===== src/inc/interval_timer_pkg.sv =====
// Package for the cascaded interval timer: widths, reset values, clock timing.
// Assumes a single 50 MHz system clock; all link clocks are sampled.
package interval_timer_pkg;

    localparam int CNT_W = 16;

    // Value after reset of every counter
    localparam logic [15:0] CNT_RESET = 16'h0000;

    // System clock and the on-board count oscillator
    localparam int SYS_CLK_HZ = 50_000_000;
    localparam int OSC_HZ     = 10_000_000;
    // Divider period for the 10 MHz square wave, in system cycles
    localparam int OSC_DIV    = SYS_CLK_HZ / OSC_HZ;
    localparam logic [2:0] OSC_DIV_LAST = 3'(OSC_DIV - 1);

    // Clock source choices for counter zero
    typedef enum logic [0:0]
    {
        SRC_CASCADE  = 1'b0,
        SRC_EXTERNAL = 1'b1
    } clk_src_t;

    // Conversion start choices
    typedef enum logic [0:0]
    {
        TRIG_SOFTWARE = 1'b0,
        TRIG_TIMER    = 1'b1
    } trig_src_t;

    // Load request from the microcontroller side, one per counter
    typedef struct packed
    {
        logic        strobe;
        logic [15:0] value;
    } load_req_t;

    // Connector-side inputs of counter zero
    typedef struct packed
    {
        logic clkIn;
        logic gateIn;
    } ext_pins_t;

endpackage : interval_timer_pkg


===== src/hdl/cascaded_interval_timer.sv =====
// Three 16-bit down counters: one uncommitted, two chained into a 32-bit timer.
// Assumes connector clock and gate pins are asynchronous; firmware side is on clk.
//
// How it works
// - Three 16-bit counters each count down from their loaded value; counter two is clocked by counter one.
// - Counter zero is gated by an input and clocked by counter one or an external clock.
// - Counter zero's clock, gate and output all appear on the connector pins.
// - Counters one and two are fixed in a chain that acts as one 32-bit timer.
// - Counter one counts a 10 MHz on-board rate and may be enabled by a gate input.
// - Counter one's output clocks counter two and is driven to the connector.
// - Counter two's output drives the microcontroller timer input.
// - Every counter decrements on the falling edge of its count clock.
// - A conversion start comes from a software command or a timer pulse.
module cascaded_interval_timer
    import interval_timer_pkg::*;
(
    // Clock and reset
    input  wire logic                            clk,
    input  wire logic                            rstn,
    // Counter loads from firmware
    input  wire interval_timer_pkg::load_req_t   load0,
    input  wire interval_timer_pkg::load_req_t   load1,
    input  wire interval_timer_pkg::load_req_t   load2,
    input  wire interval_timer_pkg::clk_src_t    ctr0Src,
    // Connector pins
    input  wire interval_timer_pkg::ext_pins_t   extPins,
    input  wire logic                            ctr1Gate,
    output logic                                 ctr0Out,
    output logic                                 ctr1Out,
    // Microcontroller and converter
    output logic                                 mcu_timer_input,
    input  wire interval_timer_pkg::trig_src_t   trigSrc,
    input  wire logic                            softStart,
    output logic                                 convStart,
    // Observed counts
    output logic [15:0]                          count0,
    output logic [31:0]                          timerCount
);
    import interval_timer_pkg::*;

    // Synchronisers for asynchronous pins
    logic [2:0] syncA_reg;
    logic [2:0] syncB_reg;
    logic       extClkS;
    logic       extGateS;
    logic       gate1S;

    always_ff @(posedge clk)
    begin
        if (!rstn)
        begin
            syncA_reg <= 3'h0;
            syncB_reg <= 3'h0;
        end
        else
        begin
            syncA_reg <= {ctr1Gate, extPins.gateIn, extPins.clkIn};
            syncB_reg <= syncA_reg;
        end
    end

    assign extClkS  = syncB_reg[0];
    assign extGateS = syncB_reg[1];
    assign gate1S   = syncB_reg[2];

    // 10 MHz oscillator as a square wave, so counter one sees real falling edges
    logic [2:0] divCnt_reg;
    logic       osc_reg;

    always_ff @(posedge clk)
    begin
        if (!rstn)
        begin
            divCnt_reg <= 3'h0;
            osc_reg    <= 1'b0;
        end
        else if (divCnt_reg == OSC_DIV_LAST)
        begin
            divCnt_reg <= 3'h0;
            osc_reg    <= 1'b0;
        end
        else
        begin
            divCnt_reg <= divCnt_reg + 3'h1;
            if (divCnt_reg == 3'h1)
                osc_reg <= 1'b1;
        end
    end

    // Counter outputs: a level toggled at each terminal count
    logic       out1_reg;
    logic       out2_reg;
    logic       out0_reg;
    logic       term0;
    logic       term1;
    logic       term2;
    logic [15:0] cnt1;
    logic [15:0] cnt2;
    logic       clk0Sel;

    // Counter one: oscillator clock, optional gate
    down_counter u_ctr1
    (
        .clk      (clk),
        .rstn     (rstn),
        .load     (load1),
        .gate     (gate1S),
        .cntClk   (osc_reg),
        .count    (cnt1),
        .terminal (term1)
    );

    // Counter two: clocked only by counter one's output, never a free source
    down_counter u_ctr2
    (
        .clk      (clk),
        .rstn     (rstn),
        .load     (load2),
        .gate     (1'b1),
        .cntClk   (out1_reg),
        .count    (cnt2),
        .terminal (term2)
    );

    // Counter zero clock mux; external rate is limited by the sampling to below 25 MHz
    assign clk0Sel = (ctr0Src == SRC_EXTERNAL) ? extClkS : out1_reg;

    down_counter u_ctr0
    (
        .clk      (clk),
        .rstn     (rstn),
        .load     (load0),
        .gate     (extGateS),
        .cntClk   (clk0Sel),
        .count    (count0),
        .terminal (term0)
    );

    always_ff @(posedge clk)
    begin
        if (!rstn)
            out1_reg <= 1'b1;
        else if (load1.strobe)
            out1_reg <= 1'b1;
        else if (term1)
            out1_reg <= ~out1_reg;
    end

    always_ff @(posedge clk)
    begin
        if (!rstn)
            out2_reg <= 1'b1;
        else if (load2.strobe)
            out2_reg <= 1'b1;
        else if (term2)
            out2_reg <= ~out2_reg;
    end

    always_ff @(posedge clk)
    begin
        if (!rstn)
            out0_reg <= 1'b1;
        else if (load0.strobe)
            out0_reg <= 1'b1;
        else if (term0)
            out0_reg <= ~out0_reg;
    end

    // Registered outputs
    always_ff @(posedge clk)
    begin
        if (!rstn)
        begin
            ctr0Out         <= 1'b1;
            ctr1Out         <= 1'b1;
            mcu_timer_input <= 1'b1;
            timerCount      <= 32'h00000000;
        end
        else
        begin
            ctr0Out         <= out0_reg;
            ctr1Out         <= out1_reg;
            mcu_timer_input <= out2_reg;
            timerCount      <= {cnt2, cnt1};
        end
    end

    // Conversion start: softStart level registered, or a one-cycle pulse at timer terminal count
    always_ff @(posedge clk)
    begin
        if (!rstn)
            convStart <= 1'b0;
        else if (trigSrc == TRIG_TIMER)
            convStart <= term2;
        else
            convStart <= softStart;
    end

endmodule // cascaded_interval_timer


===== src/hdl/down_counter.sv =====
// One 16-bit down counter with load, gate and falling-edge count.
// Assumes the count clock arrives already synchronised as a level.
module down_counter
    import interval_timer_pkg::*;
(
    // Clock and reset
    input  wire logic                        clk,
    input  wire logic                        rstn,
    // Control
    input  wire interval_timer_pkg::load_req_t load,
    input  wire logic                        gate,
    input  wire logic                        cntClk,
    // State
    output logic [interval_timer_pkg::CNT_W-1:0] count,
    output logic                             terminal
);
    import interval_timer_pkg::*;

    logic cntClkPrev_reg;
    logic fallEdge;

    always_ff @(posedge clk)
    begin
        if (!rstn)
            cntClkPrev_reg <= 1'b0;
        else
            cntClkPrev_reg <= cntClk;
    end

    // High-to-low transition of the count clock
    assign fallEdge = cntClkPrev_reg & ~cntClk;

    always_ff @(posedge clk)
    begin
        if (!rstn)
        begin
            count    <= CNT_RESET;
            terminal <= 1'b0;
        end
        else if (load.strobe)
        begin
            count    <= load.value;
            terminal <= 1'b0;
        end
        else if (fallEdge && gate)
        begin
            // Wraps through zero, so a zero load gives a full 65536 period
            count    <= count - 16'h0001;
            terminal <= (count == 16'h0001);
        end
        else
            terminal <= 1'b0;
    end

endmodule // down_counter


===== config.mk =====
export PLATFORM = sky130hd
export DESIGN_NAME = cascaded_interval_timer
export DESIGN_NICKNAME = d
export VERILOG_FILES = /design/src/inc/interval_timer_pkg.sv /design/src/hdl/cascaded_interval_timer.sv /design/src/hdl/down_counter.sv
export SDC_FILE = /design/constraint.sdc
export NUM_CORES = 1
export LEC_CHECK = 0
export ABC_AREA = 1
export BUFFER_PORTS_ARGS = -buffer_cell sky130_fd_sc_hd__buf_2
export CAP_MARGIN = 10
export CELL_PAD_IN_SITES_DETAIL_PLACEMENT = 1
export CELL_PAD_IN_SITES_GLOBAL_PLACEMENT = 1
export CORE_ASPECT_RATIO = 0.75
export CORE_MARGIN = 3
export CORE_UTILIZATION = 28
export CTS_CLUSTER_DIAMETER = 150
export DETAILED_ROUTE_END_ITERATION = 8
export PLACE_DENSITY_LB_ADDON = 0.05
export SLEW_MARGIN = 10
export SYNTH_ARGS = -nofsm -noshare
export SYNTH_HDL_FRONTEND = slang
export SYNTH_SLANG_ARGS = --single-unit

===== constraint.sdc =====
create_clock -name clk -period 2.4 [get_ports clk]
set_input_delay 0.36 -clock clk [delete_from_list [all_inputs] [get_ports clk]]
set_output_delay 0.36 -clock clk [all_outputs]
set_load 0.01 [all_outputs]

==> flow_summary_export.csv, run 1 <==
group,metric,value,unit
pwr,p_leak,0.00311,uW
global_routing,grt_pass1_wl,25300,um
floorplanning,initial_core_util,29.0,%
finish,layout.nets,884,
logic_synthesis,synthesis.yosys.warnings,0,
timing,hold_viol_final,0,
route,antenna_left,0,
clocking,cts_hold_buf,0,
critical_path,worst-path-max-fanout,15,
finish,largest-register,"timerCount",
logic_synthesis,ys_async_sr_fraction,0,%
global_routing,overflow,0,
logic_synthesis,synth-seq-cells,103,
logic_synthesis,syn-cell-area,4950,um2
global_routing,grt_pass1_vias,4925,
finish,finalCoreUtilization,35.2,%
timing,min_period,1.55,ns
clocking,htreeDepth,3,
floorplanning,die_w,160,um
critical_path,cp-end-kind,"flop",
critical_path,crit_arrival,1.79,ns
pwr,clock_power_share,35.7,%
route,drtIter0Drc,222,
logic_synthesis,yosysUniqueCellTypes,43,
clocking,cts_buffer_depth,2,
finish,largest_reg_flops,32,
pwr,p_sw_share,31.0,%
timing,rsz0062_at_grt,"no",
clocking,cts_buffers,9,
logic_synthesis,synth_ff_type,"dfxtp_1",
critical_path,critPathSlowestCell,"inv_1",
route,dr.pass1.iters,4,
timing,finalSetupTns,0,ns
logic_synthesis,syn_nets,776,
logic_synthesis,synth_area_leaders,"dfxtp_1 (42%), nand2_1 (13%), inv_1 (8.3%)",
timing,max_freq,646,MHz
timing,maxSlewViolCount,0,
clocking,cts_resized,0,
place,dp_cells,1041,
place,gp_congestion,0.786,
logic_synthesis,synth_edf_count,0,
pwr,p_int,2790,uW
clocking,clk_pin_slew,0.08,ns
critical_path,critical-path-max-stage-delay,0.49,ns
job,max_cap_violations,0,
route,vias,4779,
pwr,p_switching,1250,uW
floorplanning,rows,41,
finish,areaGrowthSynthToFinish,21.4,%
route,wl_per_cell,14.7,um
clocking,cts.sinks,103,
clocking,clock_tree.root_cell,"clkbuf_16",
logic_synthesis,synth_top_cell_area_share,41.7,%
finish,drive_gt1_share,21.6,%
floorplanning,pin_count,111,
critical_path,path_cells,"buf_2 > inv_1 > nand2_4 > nand2_1 > nor2_1 > o21ai_0 > o21ai_0",
logic_synthesis,ys_seq_area_share,41.7,%
route,drc,0,
timing,min_period_over_period,64.5,%
global_routing,grt_max_degree,57,
worst_hold_path,min_path_type,"input port to flop",
floorplanning,dieHeight,121,um
route,avgViaCountPerCell,4.52,
logic_synthesis,synth_area_leader_cell,"dfxtp_1",
global_routing,antenna_found_initial,0,
pwr,irDropWorstVdd,0.000301,V
logic_synthesis,avgSynthCellArea,6.99,um2
status,status,"finished clean",
global_routing,grtUsageTotal,16.4,%
critical_path,crit_type,"input port to flop",
finish,final_cell_mix,"nand2_1 (176), buf_2 (110), inv_1 (109), dfxtp_1 (103), nor2_1 (83)",
finish,stdcell_count,1057,
timing,worst_pin_slew,0.625,ns
floorplanning,coreArea,17100,um2
route,routed_wl,15500,um
logic_synthesis,syn_inst,708,
clocking,insertion_delay,0.36,ns
pwr,seq_power_share,46.8,%
place,hpwl,11700,um
finish,final_common_cell,"nand2_1",
critical_path,critPathRequiredTime,2.64,ns
pwr,powerDensity,673,nW/um2
clocking,cts_tree,"built",
critical_path,crit_top_cell,"o21ai_0",
timing,setup_viol_count_final,0,
clocking,postCtsSetupBuffers,0,
place,port_buffers,110,
critical_path,cp-start-kind,"input port",
timing,slew_headroom,58.3,%
finish,insertedDiodeCount,0,
timing,skew,0.00939,ns
floorplanning,die_area,19300,um2
pwr,combPwrFrac,17.4,%
-- layer usage --
metal	up-vias	part of all wire, %	track usage, %
li1	2418	-	-
met4	0	0.95	3.77
met3	9	3.5	3.68
met5	-	0	0
met2	77	44	26.0
met1	2275	52	22.8
-- metrics by stage --
stage	hold slack [ns]	cell area (um2)	worst slack, ns	power [uW]
after floorplan	0.390	4950	1.09	2400
after global placement	0.398	5730	0.545	2630
after detailed placement	0.405	5730	0.453	2650
after CTS	0.173	6010	0.822	4120
after global routing	0.192	6010	0.670	4290
final	0.192	6010	0.851	4050
-- power by group through the flow --
stage	Sequential (uW)	Clock [uW]	Combinational, uW
6_report	1890	1450	705
5_1_grt	1910	1570	810
4_1_cts	1900	1510	716
3_5_place_dp	1940	0	712
3_3_place_gp	1930	0	701
2_1_floorplan	1930	0	463
-- critical path: cells and delay by family --
| family | cells | cell delay (ns) |
|---|---|---|
| buffers and inverters | 2 | 0.70 |
| AND/OR/NAND/NOR | 3 | 0.54 |
| AO/OA/AOI/OAI | 2 | 0.18 |
-- logic make-up after synthesis --
family	share of synthesized area [%]
AOI/OAI and AO/OA	9.61
xor gates and xnor gates	1.95
adders and majority gates	2.28
buffers and inverters	10.7
DFF	41.7
and+or+nand+nor	33.8
-- final timing paths --
path	cells after the start	startpoint	slack, ns	to
worst min register to register	2	osc_reg$_SDFFE_PP0N_	0.43	u_ctr1.cntClkPrev_reg$_SDFF_PN0_
worst min-delay path	3	ctr1Gate	0.19	syncA_reg[2]$_SDFF_PN0_
worst max register to register	7	u_ctr2.count[0]$_SDFFE_PN0P_	0.85	u_ctr2.count[14]$_SDFFE_PN0P_
worst max-delay path	7	load2[16]	0.85	u_ctr2.count[13]$_SDFFE_PN0P_
-- synth_stat cells (2+ instances only) --
cell type,n
nand2_1,176
inv_1,109
dfxtp_1,103
nor2_1,83
nand3_1,51
o21ai_0,32
a21oi_1,28
nand2_2,12
nand4_1,12
nor2_2,12
buf_2,9
ha_1,9
nor2_4,9
a31oi_1,7
o21ai_1,7
xor2_1,6
xnor2_1,5
nor3_1,4
a22oi_1,3
clkbuf_1,3
inv_2,3
buf_1,2
buf_6,2
nand2_4,2
-- cell type report --
class / instances / area, um2
clock buffer: 10 / 239
tap: 236 / 295
sequential: 103 / 2060
fill: 2182 / 11100
inverter: 113 / 424
clock inverter: 6 / 45.0
timing repair buffer: 115 / 588
multi-input combinational: 474 / 2360
Power figures use the tool's default switching activity.
==> inputs of run 2 (changes only) <==
==> constraint.sdc (replaced) <==
create_clock -name clk -period 1.28 [get_ports clk]
set_input_delay 0.192 -clock clk [delete_from_list [all_inputs] [get_ports clk]]
set_output_delay 0.192 -clock clk [all_outputs]
set_load 0.01 [all_outputs]
==> run 2 against run 1 <==
The run now ends with setup timing left. Setup slack got worse by 0.90 ns. Die area unchanged. Combinational power increased to 2.6 times the previous value. Clock power increased by 91%. Cell area increased by 19%. Sequential share of layout area decreased by 4.8 points. Via count increased by 8.7%. Global-route usage increased by 1.4 points. Total power increased by 100%. Register-to-register slack got worse by 0.90 ns. Wire length increased by 14%.
==> flow_summary_export.csv, run 2 (same netlist as run 1, synthesis figures left out) <==
group,metric,value,unit
global_routing,grt_pass1_vias,5384,
clocking,clk_pin_slew,0.08,ns
finish,nFillCells,2158,
timing,whs,0.0154,ns
timing,slew_headroom,79.4,%
finish,layout.nets,974,
floorplanning,coreArea,17100,um2
timing,layout_setup_ws,-0.0499,ns
route,antenna_left,0,
finish,largest-register,"timerCount",
timing,max_freq,752,MHz
floorplanning,die_area,19300,um2
place,dp_cells,1113,
finish,multi_input_area,2700,um2
finish,drive_gt1_share,38.9,%
finish,finalCoreUtilization,41.7,%
pwr,powerDensity,1150,nW/um2
timing,min_period,1.33,ns
finish,insertedDiodeCount,0,
job,max_cap_violations,0,
finish,stdcell_count,1147,
finish,final_common_cell,"nand2_1",
timing,rsz0062_at_grt,"yes",
route,avgViaCountPerCell,4.53,
floorplanning,pin_count,111,
place,gp_congestion,0.835,
place,hpwl,13300,um
route,wl_per_cell,15.4,um
clocking,cts.sinks,103,
critical_path,cp-start-kind,"flop",
global_routing,grt_max_degree,25,
route,vias,5197,
timing,worst_pin_slew,0.309,ns
status,status,"finished with violations",
clocking,insertion_delay,0.36,ns
place,post-place-ws,-0.0910,ns
clocking,htreeDepth,3,
finish,final_cell_mix,"nand2_1 (165), buf_2 (111), inv_1 (98), buf_4 (83), dfxtp_1 (82)",
clocking,cts_buffer_depth,2,
global_routing,grt_pass1_wl,27700,um
timing,setup_viol_count_final,11,
timing,min_period_over_period,104,%
global_routing,grtUsageTotal,17.8,%
clocking,cts_buffers,9,
clocking,clock_tree.root_cell,"clkbuf_16",
timing,skew,0.00715,ns
critical_path,worst-path-max-fanout,4,
place,port_buffers,110,
critical_path,cp-end-kind,"flop",
floorplanning,dieHeight,121,um
clocking,cts_tree,"built",
worst_hold_path,min_path_type,"input port to flop",
pwr,irDropWorstVdd,0.000554,V
timing,maxSlewViolCount,0,
route,drtIter0Drc,195,
critical_path,critPathRequiredTime,1.53,ns
finish,seq_area,2100,um2
critical_path,crit_type,"flop to flop",
floorplanning,initial_core_util,29.0,%
route,drc,0,
status,violations,"setup timing",
finish,largest_reg_flops,32,
pwr,p_leak,0.00361,uW
route,dr.pass1.iters,4,
floorplanning,die_w,160,um
floorplanning,rows,41,
timing,hold_viol_final,0,
finish,areaGrowthSynthToFinish,44.0,%
global_routing,overflow,0,
critical_path,crit_arrival,1.58,ns
global_routing,antenna_found_initial,0,
route,routed_wl,17700,um
[run 2: cell count changes in the layout (fill, tap and decap cells not counted), moves of 7 or more]
cell	delta
buf_4	+78
nor2_1	-22
dfxtp_1	-21
dfxtp_2	+16
nor2_2	+13
inv_1	-11
nand2_1	-11
nand3_1	-9
nor2_4	+9
nand3_2	+8
o21ai_0	-8
o21ai_1	+8
buf_6	+7
[run 2: final timing paths]
check                                                   from                            end  slack [ns]  cells past startpoint
worst max-delay path            u_ctr1.count[6]$_SDFFE_PN0P_  u_ctr1.count[15]$_SDFFE_PN0P_       -0.05                      9
worst max register to register  u_ctr1.count[6]$_SDFFE_PN0P_  u_ctr1.count[15]$_SDFFE_PN0P_       -0.05                      9
worst min register to register       syncA_reg[1]$_SDFF_PN0_        syncB_reg[1]$_SDFF_PN0_        0.42                      2
worst min-delay path                                ctr1Gate        syncA_reg[2]$_SDFF_PN0_        0.02                      3
[run 2: final cells by class]
type                            instances  area share (%)
Clock inverter                          7           0.913
Sequential cell                       103            29.5
Multi-Input combinational cell        475            37.8
Timing Repair Buffer                  204            18.3
Clock buffer                            9            3.16
Inverter                              113            6.18
Tap cell                              236            4.14
[run 2: report_power, final]
| group | total [uW] | switching [uW] | internal (uW) |
|---|---|---|---|
| Sequential | 3560 | 176 | 3390 |
| Clock | 2770 | 1400 | 1360 |
| Combinational | 1840 | 1070 | 775 |
| Total | 8170 | 2640 | 5530 |
[run 2: worst max-delay path: stages (launching register included)]
cell and delay, ns:
dfxtp_1 0.37, nor2_2 0.15, nand2_4 0.08, nor2_4 0.20, buf_6 0.13, nand2_2 0.06
nand2_2 0.07, nand3_2 0.05, nand2_1 0.06, o21ai_1 0.05
[run 2: what timing repair did]
item,CTS,global route
hold buffers,1,0
buffers inserted,4,11
pin swaps,15,32
resized for setup,34,99
endpoints found under the setup margin,29,43
endpoints found under the hold margin,1,0
gates cloned,0,2
[run 2: metal layers]
layer  vias up  GRT usage [%]  part of all wire [%]
met4         0           3.77                   1.0
met1      2483           24.1                    49
li1       2605              -                     -
met5         -              0                     0
met2        94           29.1                    46
met3        15           4.20                   3.7
[run 2: through the flow]
step | instance area (um2) | power [uW] | setup TNS, ns
floorplan | 4960 | 4500 | -0.000975
detailed placement | 6300 | 5210 | -0.781
finish | 7130 | 8170 | -0.246
CTS | 6730 | 8100 | -0.227
global placement | 6300 | 5160 | -0.198
global route | 7130 | 8650 | -1.95
==> inputs of run 3 (changes only) <==
--- a/config.mk
+++ b/config.mk
@@ -8,7 +8,7 @@
 export ABC_AREA = 1
 export BUFFER_PORTS_ARGS = -buffer_cell sky130_fd_sc_hd__buf_2
 export CAP_MARGIN = 10
-export CELL_PAD_IN_SITES_DETAIL_PLACEMENT = 1
+export CELL_PAD_IN_SITES_DETAIL_PLACEMENT = 0
 export CELL_PAD_IN_SITES_GLOBAL_PLACEMENT = 1
 export CORE_ASPECT_RATIO = 0.75
 export CORE_MARGIN = 3
@@ -16,7 +16,6 @@
 export CTS_CLUSTER_DIAMETER = 150
 export DETAILED_ROUTE_END_ITERATION = 8
 export PLACE_DENSITY_LB_ADDON = 0.05
-export SLEW_MARGIN = 10
 export SYNTH_ARGS = -nofsm -noshare
 export SYNTH_HDL_FRONTEND = slang
 export SYNTH_SLANG_ARGS = --single-unit
==> run 3 against run 2 <==
The run still ends with setup timing left. Total power up 3.2%. Final cell count down 0.26%. Sequential power about the same. Global-route usage shrank 0.96 points. Setup slack gained 0.030 ns. Combinational power hardly changed. Sequential cell count stayed put. Largest cell class unchanged.
==> flow_summary_export.csv, run 3 (same netlist as run 1, synthesis figures left out) <==
group,metric,value,unit
floorplanning,rows,41,
floorplanning,pin_count,111,
critical_path,crit_type,"flop to flop",
route,antenna_left,0,
pwr,seq_power_share,42.1,%
pwr,combPwrFrac,21.6,%
timing,min_period_over_period,102,%
finish,final_cell_mix,"nand2_1 (166), buf_2 (110), inv_1 (99), dfxtp_1 (86), buf_4 (82)",
timing,min_period,1.30,ns
pwr,irDropWorstVdd,0.000640,V
timing,skew,0.00479,ns
route,dr.pass1.iters,6,
finish,layout.nets,971,
timing,whs,0.0343,ns
clocking,cts_tree,"built",
route,routed_wl,16200,um
floorplanning,die_w,160,um
global_routing,grt_pass1_wl,25900,um
critical_path,worst-path-max-fanout,4,
route,wl_per_cell,14.2,um
place,hpwl,12200,um
timing,setup_viol_count_final,2,
finish,nFillCells,1830,
finish,finalCoreUtilization,41.7,%
global_routing,grtUsageTotal,16.9,%
pwr,clock_power_share,36.3,%
finish,largest_reg_flops,32,
timing,worst_pin_slew,0.298,ns
timing,hold_viol_final,0,
timing,layout_setup_ws,-0.0200,ns
status,violations,"setup timing",
floorplanning,dieHeight,121,um
pwr,finalPower,8430,uW
route,drc,0,
critical_path,critPathRequiredTime,1.54,ns
critical_path,cp-end-kind,"flop",
clocking,cts_buffers,9,
place,port_buffers,110,
finish,stdcell_count,1144,
floorplanning,die_area,19300,um2
critical_path,crit_arrival,1.56,ns
clocking,insertion_delay,0.37,ns
global_routing,antenna_found_initial,0,
route,vias,5018,
place,gp_congestion,0.835,
floorplanning,coreArea,17100,um2
clocking,cts.sinks,103,
clocking,clock_tree.root_cell,"clkbuf_16",
global_routing,grt_max_degree,25,
pwr,p_int,5770,uW
place,dp_cells,1113,
timing,rsz0062_at_grt,"yes",
finish,final_area,7130,um2
finish,drive_gt1_share,37.6,%
timing,slew_headroom,80.1,%
timing,maxSlewViolCount,0,
route,drtIter0Drc,352,
pwr,p_switching,2660,uW
pwr,powerDensity,1180,nW/um2
floorplanning,initial_core_util,29.0,%
finish,areaGrowthSynthToFinish,44.1,%
finish,largest-register,"timerCount",
status,status,"finished with violations",
timing,max_freq,769,MHz
pwr,p_sw_share,31.6,%
clocking,clk_pin_slew,0.08,ns
pwr,p_leak,0.00363,uW
clocking,cts_buffer_depth,2,
job,max_cap_violations,0,
critical_path,reg2reg_slack,-0.02,ns
place,placed_cell_area,6300,um2
worst_hold_path,min_path_type,"input port to flop",
route,avgViaCountPerCell,4.39,
critical_path,cp-start-kind,"flop",
global_routing,grt_pass1_vias,5048,
finish,insertedDiodeCount,0,
global_routing,overflow,0,
clocking,htreeDepth,3,
finish,final_common_cell,"nand2_1",
-- run 3: changes by cell type in the layout (fill, tap and decap cells not counted), moves of 2 or more --
cell | previous run | this run
inv_6 | 4 | 2
inv_8 | 0 | 3
dfxtp_4 | 5 | 7
nand3_2 | 9 | 7
nor2_4 | 18 | 20
dfxtp_2 | 16 | 10
nor2_2 | 25 | 20
o21ai_1 | 15 | 11
nand3_1 | 42 | 44
clkinv_4 | 2 | 0
dfxtp_1 | 82 | 86
o21ai_0 | 24 | 27
nor2_1 | 61 | 64
buf_6 | 7 | 5
-- run 3: path summary, 6_finish.rpt --
check | cells after the start | from | end
worst max-delay path | 9 | u_ctr1.count[1]$_SDFFE_PN0P_ | u_ctr1.count[11]$_SDFFE_PN0P_
worst min-delay path | 3 | extPins[0] | syncA_reg[1]$_SDFF_PN0_
worst max register to register | 9 | u_ctr1.count[1]$_SDFFE_PN0P_ | u_ctr1.count[11]$_SDFFE_PN0P_
worst min register to register | 2 | syncA_reg[1]$_SDFF_PN0_ | syncB_reg[1]$_SDFF_PN0_
-- run 3: critical path, cell delays in order (launching register included) --
cell	delay, ns
dfxtp_4	0.37
nor2_4	0.15
nand2_8	0.08
nor2_4	0.16
buf_12	0.13
nand3_1	0.06
nand2_1	0.07
nand3_1	0.06
nand2_1	0.06
o21ai_1	0.05
-- run 3: cell type report --
type | count | area [um2] | area share (%)
Clock buffer | 9 | 225 | 3.16
Clock inverter | 7 | 97.6 | 1.37
Inverter | 113 | 433 | 6.07
Multi-Input combinational cell | 474 | 2680 | 37.5
Sequential cell | 103 | 2100 | 29.5
Tap cell | 236 | 295 | 4.14
Timing Repair Buffer | 202 | 1300 | 18.3
-- run 3: power groups by stage --
stage / combinational (uW) / clock, uW / sequential, uW
after CTS: 1650 / 3170 / 3540
final: 1820 / 3060 / 3550
after global routing: 2030 / 3300 / 3580
after floorplan: 872 / 0 / 3620
after global placement: 1570 / 0 / 3590
after detailed placement: 1570 / 0 / 3600
-- run 3: stage by stage --
stage	setup TNS, ns	worst slack (ns)
final	-0.0249	-0.0200
after global routing	-1.39	-0.0902
after CTS	-0.0697	-0.0275
after detailed placement	-0.508	-0.0760
after global placement	-0.198	-0.0385
after floorplan	-0.000975	-0.000975
-- run 3: layer usage --
layer  vias up  GRT usage [%]  part of all wire (%)
li1       2596              -                     -
met1      2311           22.8                    49
met2        96           26.5                    45
met3        15           5.02                   5.3
met4         0           3.83                  0.97
met5         -              0                     0
-- run 3: timing repair --
action                                 in CTS  in global routing
hold buffers                                2                  0
gates resized for setup                    27                 92
pin swaps                                  11                 36
setup buffers                               3                 10
endpoints found under the hold margin       2                  0
setup endpoints to repair                  22                 43
